==> config.mk <==
export PLATFORM = sky130hd
export DESIGN_NAME = dcd_device_flat
export DESIGN_NICKNAME = d
export VERILOG_FILES = /design/src/shared/dcd_pkg.sv /design/src/shared/dcd_if.sv /design/src/hw/dcd_device.sv /design/src/flat_wrapper.sv
export SDC_FILE = /design/constraint.sdc
export NUM_CORES = 1
export LEC_CHECK = 0
export BUFFER_PORTS_ARGS = -buffer_cell sky130_fd_sc_hd__clkbuf_2
export CAP_MARGIN = 5
export CORE_MARGIN = 8
export CORE_UTILIZATION = 40
export CTS_BUF_LIST = sky130_fd_sc_hd__clkbuf_4 sky130_fd_sc_hd__clkbuf_8 sky130_fd_sc_hd__clkbuf_16
export CTS_CLUSTER_SIZE = 14
export DETAILED_ROUTE_END_ITERATION = 10
export PLACE_DENSITY = 0.7
export SYNTH_ARGS = -nofsm -noshare
export SYNTH_HDL_FRONTEND = slang
export SYNTH_SLANG_ARGS = --single-unit
export TNS_END_PERCENT = 20
==> constraint.sdc <==
create_clock -name clk_in -period 1.7 [get_ports clk_in]
set_clock_uncertainty 0.05 [all_clocks]
set_input_delay 0.17 -clock clk_in [delete_from_list [all_inputs] [get_ports clk_in]]
set_output_delay 0.17 -clock clk_in [all_outputs]
set_load 0.02 [all_outputs]
==> src/shared/dcd_pkg.sv <==
/*
  Shared definitions for the command decoder and clock-enable state logic:
  bus widths, command codes, power states and timing counts.
  Assumes both ends run from the same 40 MHz clock.
*/
`default_nettype none
package dcd_pkg;
  localparam int BANK_W       = 3;    // Bank address width.
  localparam int ADDR_W       = 16;   // Row/column address width.
  localparam int NUM_BANKS    = 8;    // Number of banks.
  localparam int AP_BIT       = 10;   // Address bit that requests auto precharge.
  localparam int BURST_LEN    = 4;    // Beats per burst.
  localparam int CKE_MIN_CLKS = 3;    // Least run of equal clock-enable levels.
  localparam int SRX_RD_CLKS  = 200;  // Clocks after self refresh exit before a read.
  localparam int DATA_W       = 8;    // Write data width.

  // Decoded command codes.
  typedef enum logic [3:0] {
    DCD_CMD_NOP, DCD_CMD_DESEL, DCD_CMD_MRS, DCD_CMD_REF, DCD_CMD_PRE,
    DCD_CMD_PREA, DCD_CMD_ACT, DCD_CMD_WR, DCD_CMD_WRA, DCD_CMD_RD, DCD_CMD_RDA
  } dcd_cmd_t;

  // Power states of the device.
  typedef enum logic [2:0] {
    DCD_ST_IDLE, DCD_ST_ACTIVE, DCD_ST_PPD, DCD_ST_APD, DCD_ST_SREF
  } dcd_state_t;
endpackage
`default_nettype wire

==> src/shared/dcd_if.sv <==
/*
  Command and data pins between controller and device.
  Assumes both ends share one clock; the testbench connects the modports.
*/
`default_nettype none
interface dcd_if;
  logic                          cke;      // Clock enable.
  logic                          cs_n;     // Chip select, active low.
  logic                          ras_n;    // Row strobe, active low.
  logic                          cas_n;    // Column strobe, active low.
  logic                          we_n;     // Write enable, active low.
  logic [dcd_pkg::BANK_W-1:0]    ba;       // Bank address.
  logic [dcd_pkg::ADDR_W-1:0]    addr;     // Address.
  logic                          odt;      // Termination control.
  logic [dcd_pkg::DATA_W-1:0]    wdata;    // Write data beat.
  logic                          dm;       // Data mask, high suppresses the beat.
  modport ctrl (output cke, cs_n, ras_n, cas_n, we_n, ba, addr, odt, wdata, dm);
  modport dev  (input  cke, cs_n, ras_n, cas_n, we_n, ba, addr, odt, wdata, dm);
endinterface
`default_nettype wire

==> src/hw/dcd_device.sv <==
/*
  Device end: samples command pins each rising edge, decodes commands,
  tracks bank and power state from clock-enable history and masks write data.
  Assumes the pins arrive from logic on the same clock, so no synchroniser.
*/
// Operation
// - Decode only from sampled strobes and CKE.
// - Mode register write loads address opcode.
// - Bank address selects target bank.
// - WE selects write/read; A10 auto precharge.
// - Bursts of four always complete.
// - Controller limits power-down time; dcd_ctrl stays down for as long as pd_in is held.
// - Termination ignored; unavailable in self refresh.
// - Self refresh exits asynchronously on CKE.
// - Only NOP/deselect at power-down edges.
// - Power-down type depends on open rows.
// - Self refresh only from all idle.
// - Exit interval NOP only; read after 200.
// - No power-down during busy operations.
// - CKE holds level three clocks.
// - CKE high during calibration.
// - Termination input defined in power-down.
// - Controller avoids illegal combinations; dcd_ctrl sends refresh at a CKE fall even with rows open.
// - Power state from previous/current CKE.
// - Only defined commands while CKE high.
// - Mask high suppresses write beat.
// - NOP and deselect never end bursts.
`default_nettype none
module dcd_device
(
  input  wire logic                          clk_in,       // 40 MHz clock.
  input  wire logic                          arst_n_in,    // Asynchronous reset.
  dcd_if.dev                                 pins,         // Command pins.
  output logic [dcd_pkg::NUM_BANKS-1:0]      bank_open_out, // Banks with an open row.
  output dcd_pkg::dcd_state_t                state_out,    // Power state.
  output dcd_pkg::dcd_cmd_t                  cmd_out,      // Last decoded command.
  output logic                               cmd_vld_out,  // Pulse per command.
  output logic [dcd_pkg::BANK_W-1:0]         bank_out,     // Target bank.
  output logic [dcd_pkg::ADDR_W-1:0]         addr_out,     // Captured address.
  output logic [dcd_pkg::BANK_W-1:0]         mrs_sel_out,  // Mode register chosen.
  output logic [dcd_pkg::ADDR_W-1:0]         mrs_op_out,   // Mode register opcode.
  output logic                               mrs_vld_out,  // Pulse on register load.
  output logic                               burst_out,    // Burst under way.
  output logic                               wr_beat_out,  // Pulse per stored beat.
  output logic [dcd_pkg::DATA_W-1:0]         wr_data_out,  // Stored beat data.
  output logic                               odt_on_out,   // Termination active.
  output logic                               illegal_out   // Pulse on illegal input.
);
  logic                            cke_prev;     // CKE at the previous edge.
  dcd_pkg::dcd_state_t             state;        // Current power state.
  dcd_pkg::dcd_cmd_t               cmd;          // Combinational decode.
  logic                            nop_like;     // NOP or deselect.
  logic [1:0]                      beats;        // Beats remaining minus one.
  logic                            bursting;     // Burst in progress.
  logic                            burst_wr;     // Burst is a write.
  logic                            bad;          // Illegal combination this edge.
  logic [dcd_pkg::NUM_BANKS-1:0]   open_banks;   // Open row per bank.

  // Decode uses only the strobes and A10; CKE gates it separately.
  always_comb
  begin
    cmd = dcd_pkg::DCD_CMD_NOP;
    if (pins.cs_n)
      cmd = dcd_pkg::DCD_CMD_DESEL;
    else
    begin
      unique case ({pins.ras_n, pins.cas_n, pins.we_n})
        3'h0: cmd = dcd_pkg::DCD_CMD_MRS;
        3'h1: cmd = dcd_pkg::DCD_CMD_REF;
        3'h2: cmd = pins.addr[dcd_pkg::AP_BIT] ? dcd_pkg::DCD_CMD_PREA
                                               : dcd_pkg::DCD_CMD_PRE;
        3'h3: cmd = dcd_pkg::DCD_CMD_ACT;
        // WE low is write, high is read; A10 chooses auto precharge.
        3'h4: cmd = pins.addr[dcd_pkg::AP_BIT] ? dcd_pkg::DCD_CMD_WRA
                                               : dcd_pkg::DCD_CMD_WR;
        3'h5: cmd = pins.addr[dcd_pkg::AP_BIT] ? dcd_pkg::DCD_CMD_RDA
                                               : dcd_pkg::DCD_CMD_RD;
        3'h6: cmd = dcd_pkg::DCD_CMD_NOP;
        3'h7: cmd = dcd_pkg::DCD_CMD_NOP;
      endcase
    end
  end

  // NOP and deselect are legal at a CKE rise, and at a fall with no burst running; refresh with all banks idle is also legal at such a fall.
  assign nop_like = (cmd == dcd_pkg::DCD_CMD_NOP) || (cmd == dcd_pkg::DCD_CMD_DESEL);

  // Legality check over state, CKE history and command.
  always_comb
  begin
    bad = 1'b0;
    if (cke_prev && !pins.cke)
      bad = !(nop_like || (cmd == dcd_pkg::DCD_CMD_REF && open_banks == '0)) || bursting;
    else if (!cke_prev && pins.cke)
      bad = !nop_like;
    else if (cke_prev && pins.cke && bursting)
      // A new column command would cut a burst of four short.
      bad = (cmd == dcd_pkg::DCD_CMD_RD) || (cmd == dcd_pkg::DCD_CMD_RDA) ||
            (cmd == dcd_pkg::DCD_CMD_WR) || (cmd == dcd_pkg::DCD_CMD_WRA);
  end

  // Previous CKE level, kept for every transition decision.
  always_ff @(posedge clk_in or negedge arst_n_in)
  begin
    if (!arst_n_in)
      cke_prev <= 1'b0;
    else
      cke_prev <= pins.cke;
  end

  // Power state machine; termination level never enters it.
  always_ff @(posedge clk_in or negedge arst_n_in)
  begin
    if (!arst_n_in)
      state <= dcd_pkg::DCD_ST_IDLE;
    else if (cke_prev && !pins.cke && !bad)
    begin
      if (cmd == dcd_pkg::DCD_CMD_REF)
        state <= dcd_pkg::DCD_ST_SREF;
      else
        state <= (open_banks != '0) ? dcd_pkg::DCD_ST_APD
                                    : dcd_pkg::DCD_ST_PPD;
    end
    else if (!cke_prev && pins.cke)
      // Exit from any low-power state back to bank state.
      state <= (open_banks != '0) ? dcd_pkg::DCD_ST_ACTIVE : dcd_pkg::DCD_ST_IDLE;
    else if (cke_prev && pins.cke)
      state <= (open_banks != '0) ? dcd_pkg::DCD_ST_ACTIVE : dcd_pkg::DCD_ST_IDLE;
  end

  // Open-row tracking per bank chosen by the bank address.
  always_ff @(posedge clk_in or negedge arst_n_in)
  begin
    if (!arst_n_in)
      open_banks <= '0;
    else if (cke_prev && pins.cke)
    begin
      unique case (cmd)
        dcd_pkg::DCD_CMD_ACT:  open_banks[pins.ba] <= 1'b1;
        dcd_pkg::DCD_CMD_PRE:  open_banks[pins.ba] <= 1'b0;
        dcd_pkg::DCD_CMD_PREA: open_banks <= '0;
        dcd_pkg::DCD_CMD_WRA, dcd_pkg::DCD_CMD_RDA:
          if (!bad)
            open_banks[pins.ba] <= 1'b0;
        default: open_banks <= open_banks;
      endcase
    end
  end

  // Burst counter; NOP and deselect leave it running.
  always_ff @(posedge clk_in or negedge arst_n_in)
  begin
    if (!arst_n_in)
    begin
      beats    <= 2'h0;
      bursting <= 1'b0;
      burst_wr <= 1'b0;
    end
    else if (cke_prev && pins.cke && !bursting &&
             (cmd == dcd_pkg::DCD_CMD_WR || cmd == dcd_pkg::DCD_CMD_WRA ||
              cmd == dcd_pkg::DCD_CMD_RD || cmd == dcd_pkg::DCD_CMD_RDA))
    begin
      beats    <= 2'(dcd_pkg::BURST_LEN - 1);
      bursting <= 1'b1;
      burst_wr <= (cmd == dcd_pkg::DCD_CMD_WR) || (cmd == dcd_pkg::DCD_CMD_WRA);
    end
    else if (bursting)
    begin
      beats    <= beats - 2'h1;
      bursting <= (beats != 2'h0);
    end
  end

  // Command and mode register capture.
  always_ff @(posedge clk_in or negedge arst_n_in)
  begin
    if (!arst_n_in)
    begin
      cmd_out     <= dcd_pkg::DCD_CMD_NOP;
      cmd_vld_out <= 1'b0;
      bank_out    <= '0;
      addr_out    <= '0;
      mrs_sel_out <= '0;
      mrs_op_out  <= '0;
      mrs_vld_out <= 1'b0;
      illegal_out <= 1'b0;
    end
    else
    begin
      cmd_vld_out <= cke_prev && pins.cke && !bad;
      mrs_vld_out <= cke_prev && pins.cke && (cmd == dcd_pkg::DCD_CMD_MRS);
      illegal_out <= bad;
      if (cke_prev && pins.cke)
      begin
        cmd_out  <= cmd;
        bank_out <= pins.ba;
        addr_out <= pins.addr;
      end
      if (cke_prev && pins.cke && cmd == dcd_pkg::DCD_CMD_MRS)
      begin
        mrs_sel_out <= pins.ba;
        mrs_op_out  <= pins.addr;
      end
    end
  end

  // Write beats stored only with mask low, sampled with the data.
  always_ff @(posedge clk_in or negedge arst_n_in)
  begin
    if (!arst_n_in)
    begin
      wr_beat_out <= 1'b0;
      wr_data_out <= '0;
    end
    else
    begin
      wr_beat_out <= bursting && burst_wr && !pins.dm;
      if (bursting && burst_wr && !pins.dm)
        wr_data_out <= pins.wdata;
    end
  end

  // Self refresh ends the moment CKE rises, without a clock edge.
  // Termination is cut while in self refresh.
  assign state_out     = (state == dcd_pkg::DCD_ST_SREF && pins.cke) ?
                         dcd_pkg::DCD_ST_IDLE : state;
  assign odt_on_out    = pins.odt && (state_out != dcd_pkg::DCD_ST_SREF);
  assign bank_open_out = open_banks;
  assign burst_out     = bursting;
endmodule
`default_nettype wire

==> src/flat_wrapper.sv <==
// flat-port wrapper written by rule: the top's interface ports become plain ports
module dcd_device_flat 
  (clk_in, arst_n_in, bank_open_out, state_out, cmd_out, cmd_vld_out, bank_out, addr_out, mrs_sel_out, mrs_op_out, mrs_vld_out, burst_out, wr_beat_out, wr_data_out, odt_on_out, illegal_out, pins_cke, pins_cs_n, pins_ras_n, pins_cas_n, pins_we_n, pins_ba, pins_addr, pins_odt, pins_wdata, pins_dm);
  dcd_if pins_i ();
  input  wire logic clk_in;
  input  wire logic arst_n_in;
  output logic [dcd_pkg::NUM_BANKS-1:0] bank_open_out;
  output dcd_pkg::dcd_state_t state_out;
  output dcd_pkg::dcd_cmd_t cmd_out;
  output logic cmd_vld_out;
  output logic [dcd_pkg::BANK_W-1:0] bank_out;
  output logic [dcd_pkg::ADDR_W-1:0] addr_out;
  output logic [dcd_pkg::BANK_W-1:0] mrs_sel_out;
  output logic [dcd_pkg::ADDR_W-1:0] mrs_op_out;
  output logic mrs_vld_out;
  output logic burst_out;
  output logic wr_beat_out;
  output logic [dcd_pkg::DATA_W-1:0] wr_data_out;
  output logic odt_on_out;
  output logic illegal_out;
  input wire logic [$bits(pins_i.cke)-1:0] pins_cke;
  input wire logic [$bits(pins_i.cs_n)-1:0] pins_cs_n;
  input wire logic [$bits(pins_i.ras_n)-1:0] pins_ras_n;
  input wire logic [$bits(pins_i.cas_n)-1:0] pins_cas_n;
  input wire logic [$bits(pins_i.we_n)-1:0] pins_we_n;
  input wire logic [$bits(pins_i.ba)-1:0] pins_ba;
  input wire logic [$bits(pins_i.addr)-1:0] pins_addr;
  input wire logic [$bits(pins_i.odt)-1:0] pins_odt;
  input wire logic [$bits(pins_i.wdata)-1:0] pins_wdata;
  input wire logic [$bits(pins_i.dm)-1:0] pins_dm;
  assign pins_i.cke = pins_cke;
  assign pins_i.cs_n = pins_cs_n;
  assign pins_i.ras_n = pins_ras_n;
  assign pins_i.cas_n = pins_cas_n;
  assign pins_i.we_n = pins_we_n;
  assign pins_i.ba = pins_ba;
  assign pins_i.addr = pins_addr;
  assign pins_i.odt = pins_odt;
  assign pins_i.wdata = pins_wdata;
  assign pins_i.dm = pins_dm;
  dcd_device u_core (.clk_in(clk_in), .arst_n_in(arst_n_in), .pins(pins_i), .bank_open_out(bank_open_out), .state_out(state_out), .cmd_out(cmd_out), .cmd_vld_out(cmd_vld_out), .bank_out(bank_out), .addr_out(addr_out), .mrs_sel_out(mrs_sel_out), .mrs_op_out(mrs_op_out), .mrs_vld_out(mrs_vld_out), .burst_out(burst_out), .wr_beat_out(wr_beat_out), .wr_data_out(wr_data_out), .odt_on_out(odt_on_out), .illegal_out(illegal_out));
endmodule
==> metrics list, run 1 <==
* Outcome: finished clean
- For this run, design rule violations remaining after detail routing come to 0.
- Most frequent standard cell in the layout excluding fill and tap cells: clkbuf_2
- The routed design has 7535 um of wire.
- The count of nets left with antenna violations once routing finished came out at 0.
- Critical path fanouts, max: 8
- Register bit total from synthesis: 70
- The die covers 10830 um^2.
* Root cell of the clock tree: clkbuf_8
- For this run, the number of Yosys warnings is 0.
* Fin. Hold Viols: 0
* Hold-critical path endpoint: u_core.mrs_op_out[2]
* Reg2Reg Capture Point: u_core.bank_open_out[2]
- Port buffering added 102 buffers.
* Switching part of the total power: 0.3297
- Cell at the slowest stage of the critical path: dfrtp_1
- In the synthesized netlist the dominant register cell turns out to be dfrtp_1.
- Final period demand of the worst path: 1.616 ns
- Core region area: 7607 um^2
* Post-synth EDFFs: 0
- The largest single stage delay on the critical path is 0.40 ns.
* All-Layer GR Usage: 0.1384
- Sinks on Clock Net: 70
* Antenna violations before repair: 0
* Mean Syn Cell Area: 11.80 um^2
- TritonCTS created 9 clock buffers.
* Count of boundary I/O pins: 103
* Final Wtd Congestion: 0.7574
- For this run, the post-layout net count is 423.
- Internal power comes to 3.386 mW.
- FP Rows: 32
- Number of pins with negative max-slew slack in the final report: 0
* Number of distinct library cell variants in the gate-level netlist after synthesis: 46
- Post-Syn Nets: 300
- Relative contribution of sequential cells to total power: 0.429
- In this run the most critical hold path is launched from pins_addr[2].
* Relative contribution of combinational cells to total power: 0.267
- PwrDens: 1221 nW/um^2
- The repair_antennas step left the layout with diodes totalling 0.
- In this run the vertical extent of the chip is 104.1 um.
- Max Fclk: 0.6186 GHz
- Worst reg2reg startpoint: u_core.cke_prev
* Crit path cell chain: buf_4 -> nand2_2 -> a211o_1 -> a311oi_4 -> buf_4 -> o221ai_1
- GR Overflow Total: 0
- Half-perimeter wire length after detailed placement: 5365 um
* Leakage power: 2.117 nW
- The mapped netlist covers 3103 um^2.
- Data arrival time of the critical path: 1.77 ns
* Total setup buffers inserted after CTS: 0
* Area growth from synthesis to final layout: 33.35%
- Counting the fill cells in the layout gives 700.
- Summing all placed instances gives a cell area of 3805 um^2.
- In the final layout, the share of cells above drive strength 1 is 0.4629.
- Of the synthesized area, sequential elements account for 0.5645.
- Vias after detailed routing: 2407
* # H-tree levels: 3
- CTS tree: done
- Across the VDD grid, the largest voltage drop is 0.6679 mV.
* Fraction of registers with async set/reset: 1.000
- Worst-case clock buffer depth: 2
- Once layout is complete, the utilization of the core stands at 0.5439.
- From left edge to right edge, the die measures 104.1 um.
- Worst Hold Class: primary input to flip-flop
* Max-slew headroom at the worst pin: 0.7279
* Ratio of routed vias to standard cells: 4.882
- At the pin with the least slew margin, the transition time is 0.4046 ns.
- Switch Pwr: 1.665 mW
* Critical Path Source Type: flip-flop
- Most used cell along the critical path: buf_4
- Entering global routing, the biggest net connects 71 pins.
* Setup repair after global routing missed its margin: no
- The number of global-route vias before repair was 2486.
* Worst endpoint required time: 1.86 ns
* Clock share of power: 0.304
- Starting Density: 0.4079
- After clock tree synthesis, the clock-pin slew on the worst setup and hold paths is 0.08 ns.
- Number of cells traversed by the worst hold path: 2
- First-pass GRT wire length: 12270 um
- Worst setup slack for register-to-register paths: 0.08 ns
* Most frequent cells in the layout: 100 x clkbuf_2, 70 x dfrtp_1, 38 x mux2_2, 37 x nand2_1, 17 x buf_4
* Launching element of the worst setup path: u_core.cke_prev
- Setup violations remaining at the end of the flow were counted as 0.
- The first routing iteration left 83 violations.
- Startpoint-to-endpoint class of the critical path: flip-flop to flip-flop
- After routing the design area is 4138 um^2.
* Type of destination of the critical path: flip-flop
- Number of violations of the max-capacitance limit: 0
* Initial DRT Pass Iterations: 4
- Synthesis produced a netlist whose cell count is 263.
* Routed wirelength normalized by instance count: 15.28 um
- For the final routed database, the setup TNS stands at 0 ns.
* Share of the cycle needed by the critical path after routing: 0.9509
- Reg2Reg Depth: 6
- Clock Latency Late Sink: 0.34 ns
[critical path, delay by kind of cell (launching register included)]
kind | cells | cell delay [ns]
AOI/OAI and AO/OA | 3 | 0.65
buffers and inverters | 2 | 0.33
DFF | 1 | 0.40
and+or+nand+nor | 1 | 0.05
[cell usage after synthesis, types with 2 or more instances]
cell | n | area (um^2)
buf_2 | 8 | 40.04
inv_1 | 16 | 60.06
buf_6 | 2 | 22.52
clkbuf_1 | 7 | 26.28
nor3_1 | 2 | 10.01
nand3b_1 | 6 | 45.04
o31ai_1 | 2 | 15.01
nor2b_1 | 4 | 25.02
nor2_1 | 5 | 18.77
nand2_1 | 37 | 138.9
nor4_1 | 3 | 18.77
mux2_2 | 38 | 427.9
a21boi_0 | 4 | 30.03
o221ai_1 | 8 | 70.07
nand2b_1 | 3 | 18.77
o21ai_0 | 7 | 35.03
nand3_1 | 6 | 30.03
a22o_1 | 2 | 17.52
dfrtp_1 | 70 | 1752
a21oi_1 | 5 | 25.02
nor3b_1 | 2 | 15.01
mux2i_1 | 2 | 20.02
[layer usage]
| layer | track usage | part of all wire |
|---|---|---|
| met1 | 0.1545 | 0.42 |
| met2 | 0.2369 | 0.51 |
| met3 | 0.04461 | 0.054 |
| met4 | 0.05895 | 0.016 |
| met5 | 0 | 0 |
[power groups by stage]
stage	logic, mW	registers (mW)	clock network (mW)
after floorplan	0.478	2.53	0
after global placement	1.32	2.17	0
after detailed placement	1.35	2.20	0
after CTS	1.37	2.16	1.57
after global routing	1.46	2.21	1.64
final	1.35	2.16	1.54
[cells by family (layout without fill, tap and decap cells)]
group,count (synthesis),after routing,synth area share
and+or+nand+nor,78,78,0.1339
DFF,70,70,0.5645
muxes,40,40,0.1444
AOI/OAI and AO/OA,38,38,0.09880
buffers and inverters,35,163,0.05161
adders and majority gates,1,1,0.004032
xor gates and xnor gates,1,1,0.002823
[area by class of cell]
type                            count  area, um^2  share of cell area
Sequential cell                    70        1752              0.4233
Multi-Input combinational cell    158        1191              0.2879
Timing Repair Buffer              130       773.2              0.1869
Clock buffer                       10       137.6             0.03326
Tap cell                          102       127.6             0.03084
Clock inverter                      6       92.59             0.02238
Inverter                           17       63.81             0.01542
[worst max-delay path by stage]
stage,end
after floorplan,u_core.state[0]
after global placement,u_core.bank_open_out[3]
after detailed placement,u_core.bank_open_out[4]
after CTS,u_core.bank_open_out[7]
after global routing,u_core.bank_open_out[4]
final,u_core.bank_open_out[2]
[metrics by stage]
stage	worst slack [ns]	total power, mW	hold WS [ns]	instances
global route	0.006351	5.313	0.005981	493
floorplan	0.04514	3.008	-0.1756	263
global placement	0.09663	3.499	0.1697	467
detailed placement	0.0006756	3.544	0.1758	467
finish	0.08355	5.051	0.02231	493
CTS	0.06927	5.105	0.006534	493
[state kept, by name, summed over array words and instances (netlist names)]
signal	cells
u_core.cmd_vld_out	1
u_core.cke_prev	1
u_core.bank_out	3
u_core.mrs_vld_out	1
u_core.beats	2
u_core.mrs_op_out	16
u_core.burst_out	1
u_core.state	3
u_core.illegal_out	1
u_core.wr_data_out	8
u_core.wr_beat_out	1
u_core.cmd_out	4
u_core.bank_open_out	8
u_core.mrs_sel_out	3
u_core.burst_wr	1
u_core.addr_out	16
[timing repair]
action,CTS,global route
resized for setup,0,3
endpoints found under the setup margin,0,1
hold endpoints to repair,79,0
hold buffers,10,0
Power figures use the tool's default switching activity.
==> run 2, diff against run 1 <==
CORE_MARGIN = 5   (was 8)
clock period = 1.95 ns   (was 1.7 ns; I/O delays follow)
==> run 2 against run 1 <==
- worst setup slack improved by 0.18 ns
- sequential power decreased by 13%
- cell area shrank 3.1%
- clock power decreased by 27%
- routed wire length decreased by 7.2%
- first-iteration DRC count up 2.4%
- die area down 11%
- via count decreased by 2.0%
- combinational power down 15%
- largest cell class unchanged
==> metrics list, run 2 (synthesized netlist as in run 1, its figures left out) <==
- Detailed placement ended at an HPWL of 4870 um.
- For this design, the slowest cell found on the critical path is dfrtp_1.
- Initial DRT Pass Iterations: 4
- Worst-case clock buffer depth: 2
- Internal power contribution: 2.760 mW
* Reg2Reg Depth: 4
- For this block, the initial DRC count from the detailed router was 85.
- Relative contribution of sequential cells to total power: 0.453
- Setup repair after global routing missed its margin: no
- Critical Path Source Type: flip-flop
* Outcome: finished clean
- At the end of the flow, the number of nets in the layout was 414.
* GR Overflow Total: 0
* Crit path cell chain: and3b_1 -> and4_1 -> or3b_1 -> o221ai_1
* Smallest hold slack: 0.05339 ns
- Number of remaining DRC errors: 0
- Area growth from synthesis to final layout: 29.23%
- From left edge to right edge, the die measures 98.08 um.
- For the final routed database, the setup TNS stands at 0 ns.
- The die is 98.08 um tall.
- Wire length reported by the detailed router: 6995 um
- For the pin with the worst max-slew slack, the measured transition is 0.4614 ns.
* Final period demand of the worst path: 1.691 ns
- Die Area: 9619 um^2
- Worst setup slack for register-to-register paths: 0.26 ns
- For this run, the total global-route usage over all layers was measured as 0.1535.
- In the finished design, the share of the clock period the worst path needs comes to 0.8670.
* Number of nets still failing antenna checks after routing: 0
* Number of violations of the max-capacitance limit: 0
- The later pin in the worst-skew pair is clocked with a latency of 0.33 ns.
- The number of clock buffers added by TritonCTS is 9.
- The share of total power dissipated in the clock network is 0.270.
- Clock-pin slew was measured on the worst setup and hold paths at 0.07 ns.
- Share of post-route cells with drive strength above 1: 0.4514
- In the final layout, the registers with the most flip-flops are u_core.addr_out x16, u_core.mrs_op_out x16.
* Routed wirelength normalized by instance count: 14.48 um
* Type of destination of the critical path: flip-flop
- The number of global-route vias before repair is 2380.
- Registers take 1752 um^2.
- In this run the core area contains 32 standard-cell rows.
* PwrDens: 1040 nW/um^2
- Root cell of the clock tree: clkbuf_8
- Final count of negative-setup-slack endpoints: 0
- The share of total power dissipated in combinational logic is 0.277.
- Critical Path Max Stage Delay: 0.47 ns
- Headroom to the max-slew limit came out at 0.6924.
- Critical path fanouts, max: 8
* Min-Delay Startpoint: pins_addr[9]
- The path class of the tightest hold or removal check is primary input to flip-flop.
- The worst setup path is of the flip-flop to flip-flop kind.
- Worst reg2reg startpoint: u_core.cke_prev
* Max Fclk: 0.5915 GHz
* Cell family contributing the most delay on the critical path: simple AND/OR/NAND/NOR gates
* Fin. Hold Viols: 0
- End point of the critical path: u_core.bank_open_out[5]
- Core region area: 7647 um^2
- Starting Density: 0.4058
- Ratio of routed vias to standard cells: 4.882
- Number of logic stages on the critical path including buffering: 4
- The final-report max-slew violation count is 0.
- Number of diodes added for antenna fixing: 0
- Launching element of the worst setup path: u_core.cke_prev
- STA puts the critical path data required time at 2.15 ns.
* Switch Pwr: 1.408 mW
- Filler instances: 676
* Footprint of the multi-input gates: 1191 um^2
- Clock tree synthesis found a total of 70 sinks.
- The number of setup buffers added after CTS is 0.
- For the worst setup path, the data arrival time is 1.89 ns.
- TritonCTS built the clock tree.
- The library cell used most frequently in the layout, excluding fill and tap cells, is clkbuf_2.
* Number of buffers and inverters on the critical path: 0
* First-pass GRT wire length: 11820 um
- Leakage power: 2.047 nW
* Count of boundary I/O pins: 103
- At the end of routability-driven placement, the weighted congestion stood at 0.7966.
- The endpoint identified for the worst register-to-register timing path is u_core.bank_open_out[5].
* Largest net degree at the start of global routing: 71
- Count of instances resized after the clock tree is built: 0
- Leaving out fill and tap cells, the most frequent cells in the layout are 101 x clkbuf_2, 70 x dfrtp_1, 38 x mux2_2, 37 x nand2_1, 16 x inv_1.
- Buffers placed on the I/O ports in this run total 102.
* # H-tree levels: 3
- The worst-case IR drop observed on VDD is 0.5721 mV.
- The detailed router placed 2358 vias in this run.
- Antenna violations before repair: 0
- Switching part of the total power: 0.3379
==> run 2: worst reg2reg max path, stage by stage (launching register included) <==
cell and delay (ns):
dfrtp_1 0.47, and3b_1 0.26, and4_1 0.38, or3b_1 0.38
o221ai_1 0.07
==> run 2: per-layer routing <==
metal | GRT usage | share of wire | wire, um | vias up
met1 | 0.2001 | 0.43 | 3011 | 1141
met3 | 0.05214 | 0.065 | 454 | 13
met2 | 0.2366 | 0.48 | 3369 | 62
met4 | 0.05857 | 0.023 | 159 | 0
li1 | - | - | - | 1142
met5 | 0 | 0 | 0 | -
==> run 2: stage by stage <==
stage | util | setup slack [ns] | power (mW) | cells | instance area, um^2
finish | 0.5244 | 0.2594 | 4.169 | 483 | 4010
global route | 0.5244 | 0.1382 | 4.444 | 483 | 4010
CTS | 0.5244 | 0.2543 | 4.230 | 483 | 4010
detailed placement | 0.4881 | 0.1143 | 3.066 | 459 | 3732
global placement | 0.4881 | 0.2016 | 3.031 | 459 | 3732
floorplan | - | 0.2951 | 2.623 | 263 | 3103
==> run 2: repair_timing <==
item                                   in CTS  in global routing
endpoints found under the hold margin      78                  0
hold buffers                                9                  0
setup endpoints to repair                   0                  0
==> run 2: worst min path at each step <==
stage / end / slack, ns / cells after the start
4_1_cts: u_core.addr_out[9] / 0.03 / 2
3_3_place_gp: u_core.wr_data_out[5] / 0.20 / 2
6_report: u_core.addr_out[9] / 0.05 / 2
5_1_grt: u_core.mrs_op_out[9] / 0.03 / 2
2_1_floorplan: u_core.addr_out[0] / -0.15 / 0
3_5_place_dp: u_core.wr_data_out[1] / 0.20 / 2
==> run 2: area by class of cell <==
class,instances,area share
Sequential cell,70,0.4368
Multi-Input combinational cell,158,0.2970
Timing Repair Buffer,121,0.1716
Tap cell,102,0.03183
Clock buffer,9,0.03089
Clock inverter,6,0.01591
Inverter,17,0.01591
==> run 2: power groups by stage <==
stage / Combinational, mW / Clock (mW) / Sequential (mW)
final: 1.15 / 1.13 / 1.89
after global routing: 1.27 / 1.25 / 1.92
after CTS: 1.17 / 1.17 / 1.89
after detailed placement: 1.15 / 0 / 1.91
after global placement: 1.13 / 0 / 1.90
after floorplan: 0.417 / 0 / 2.21
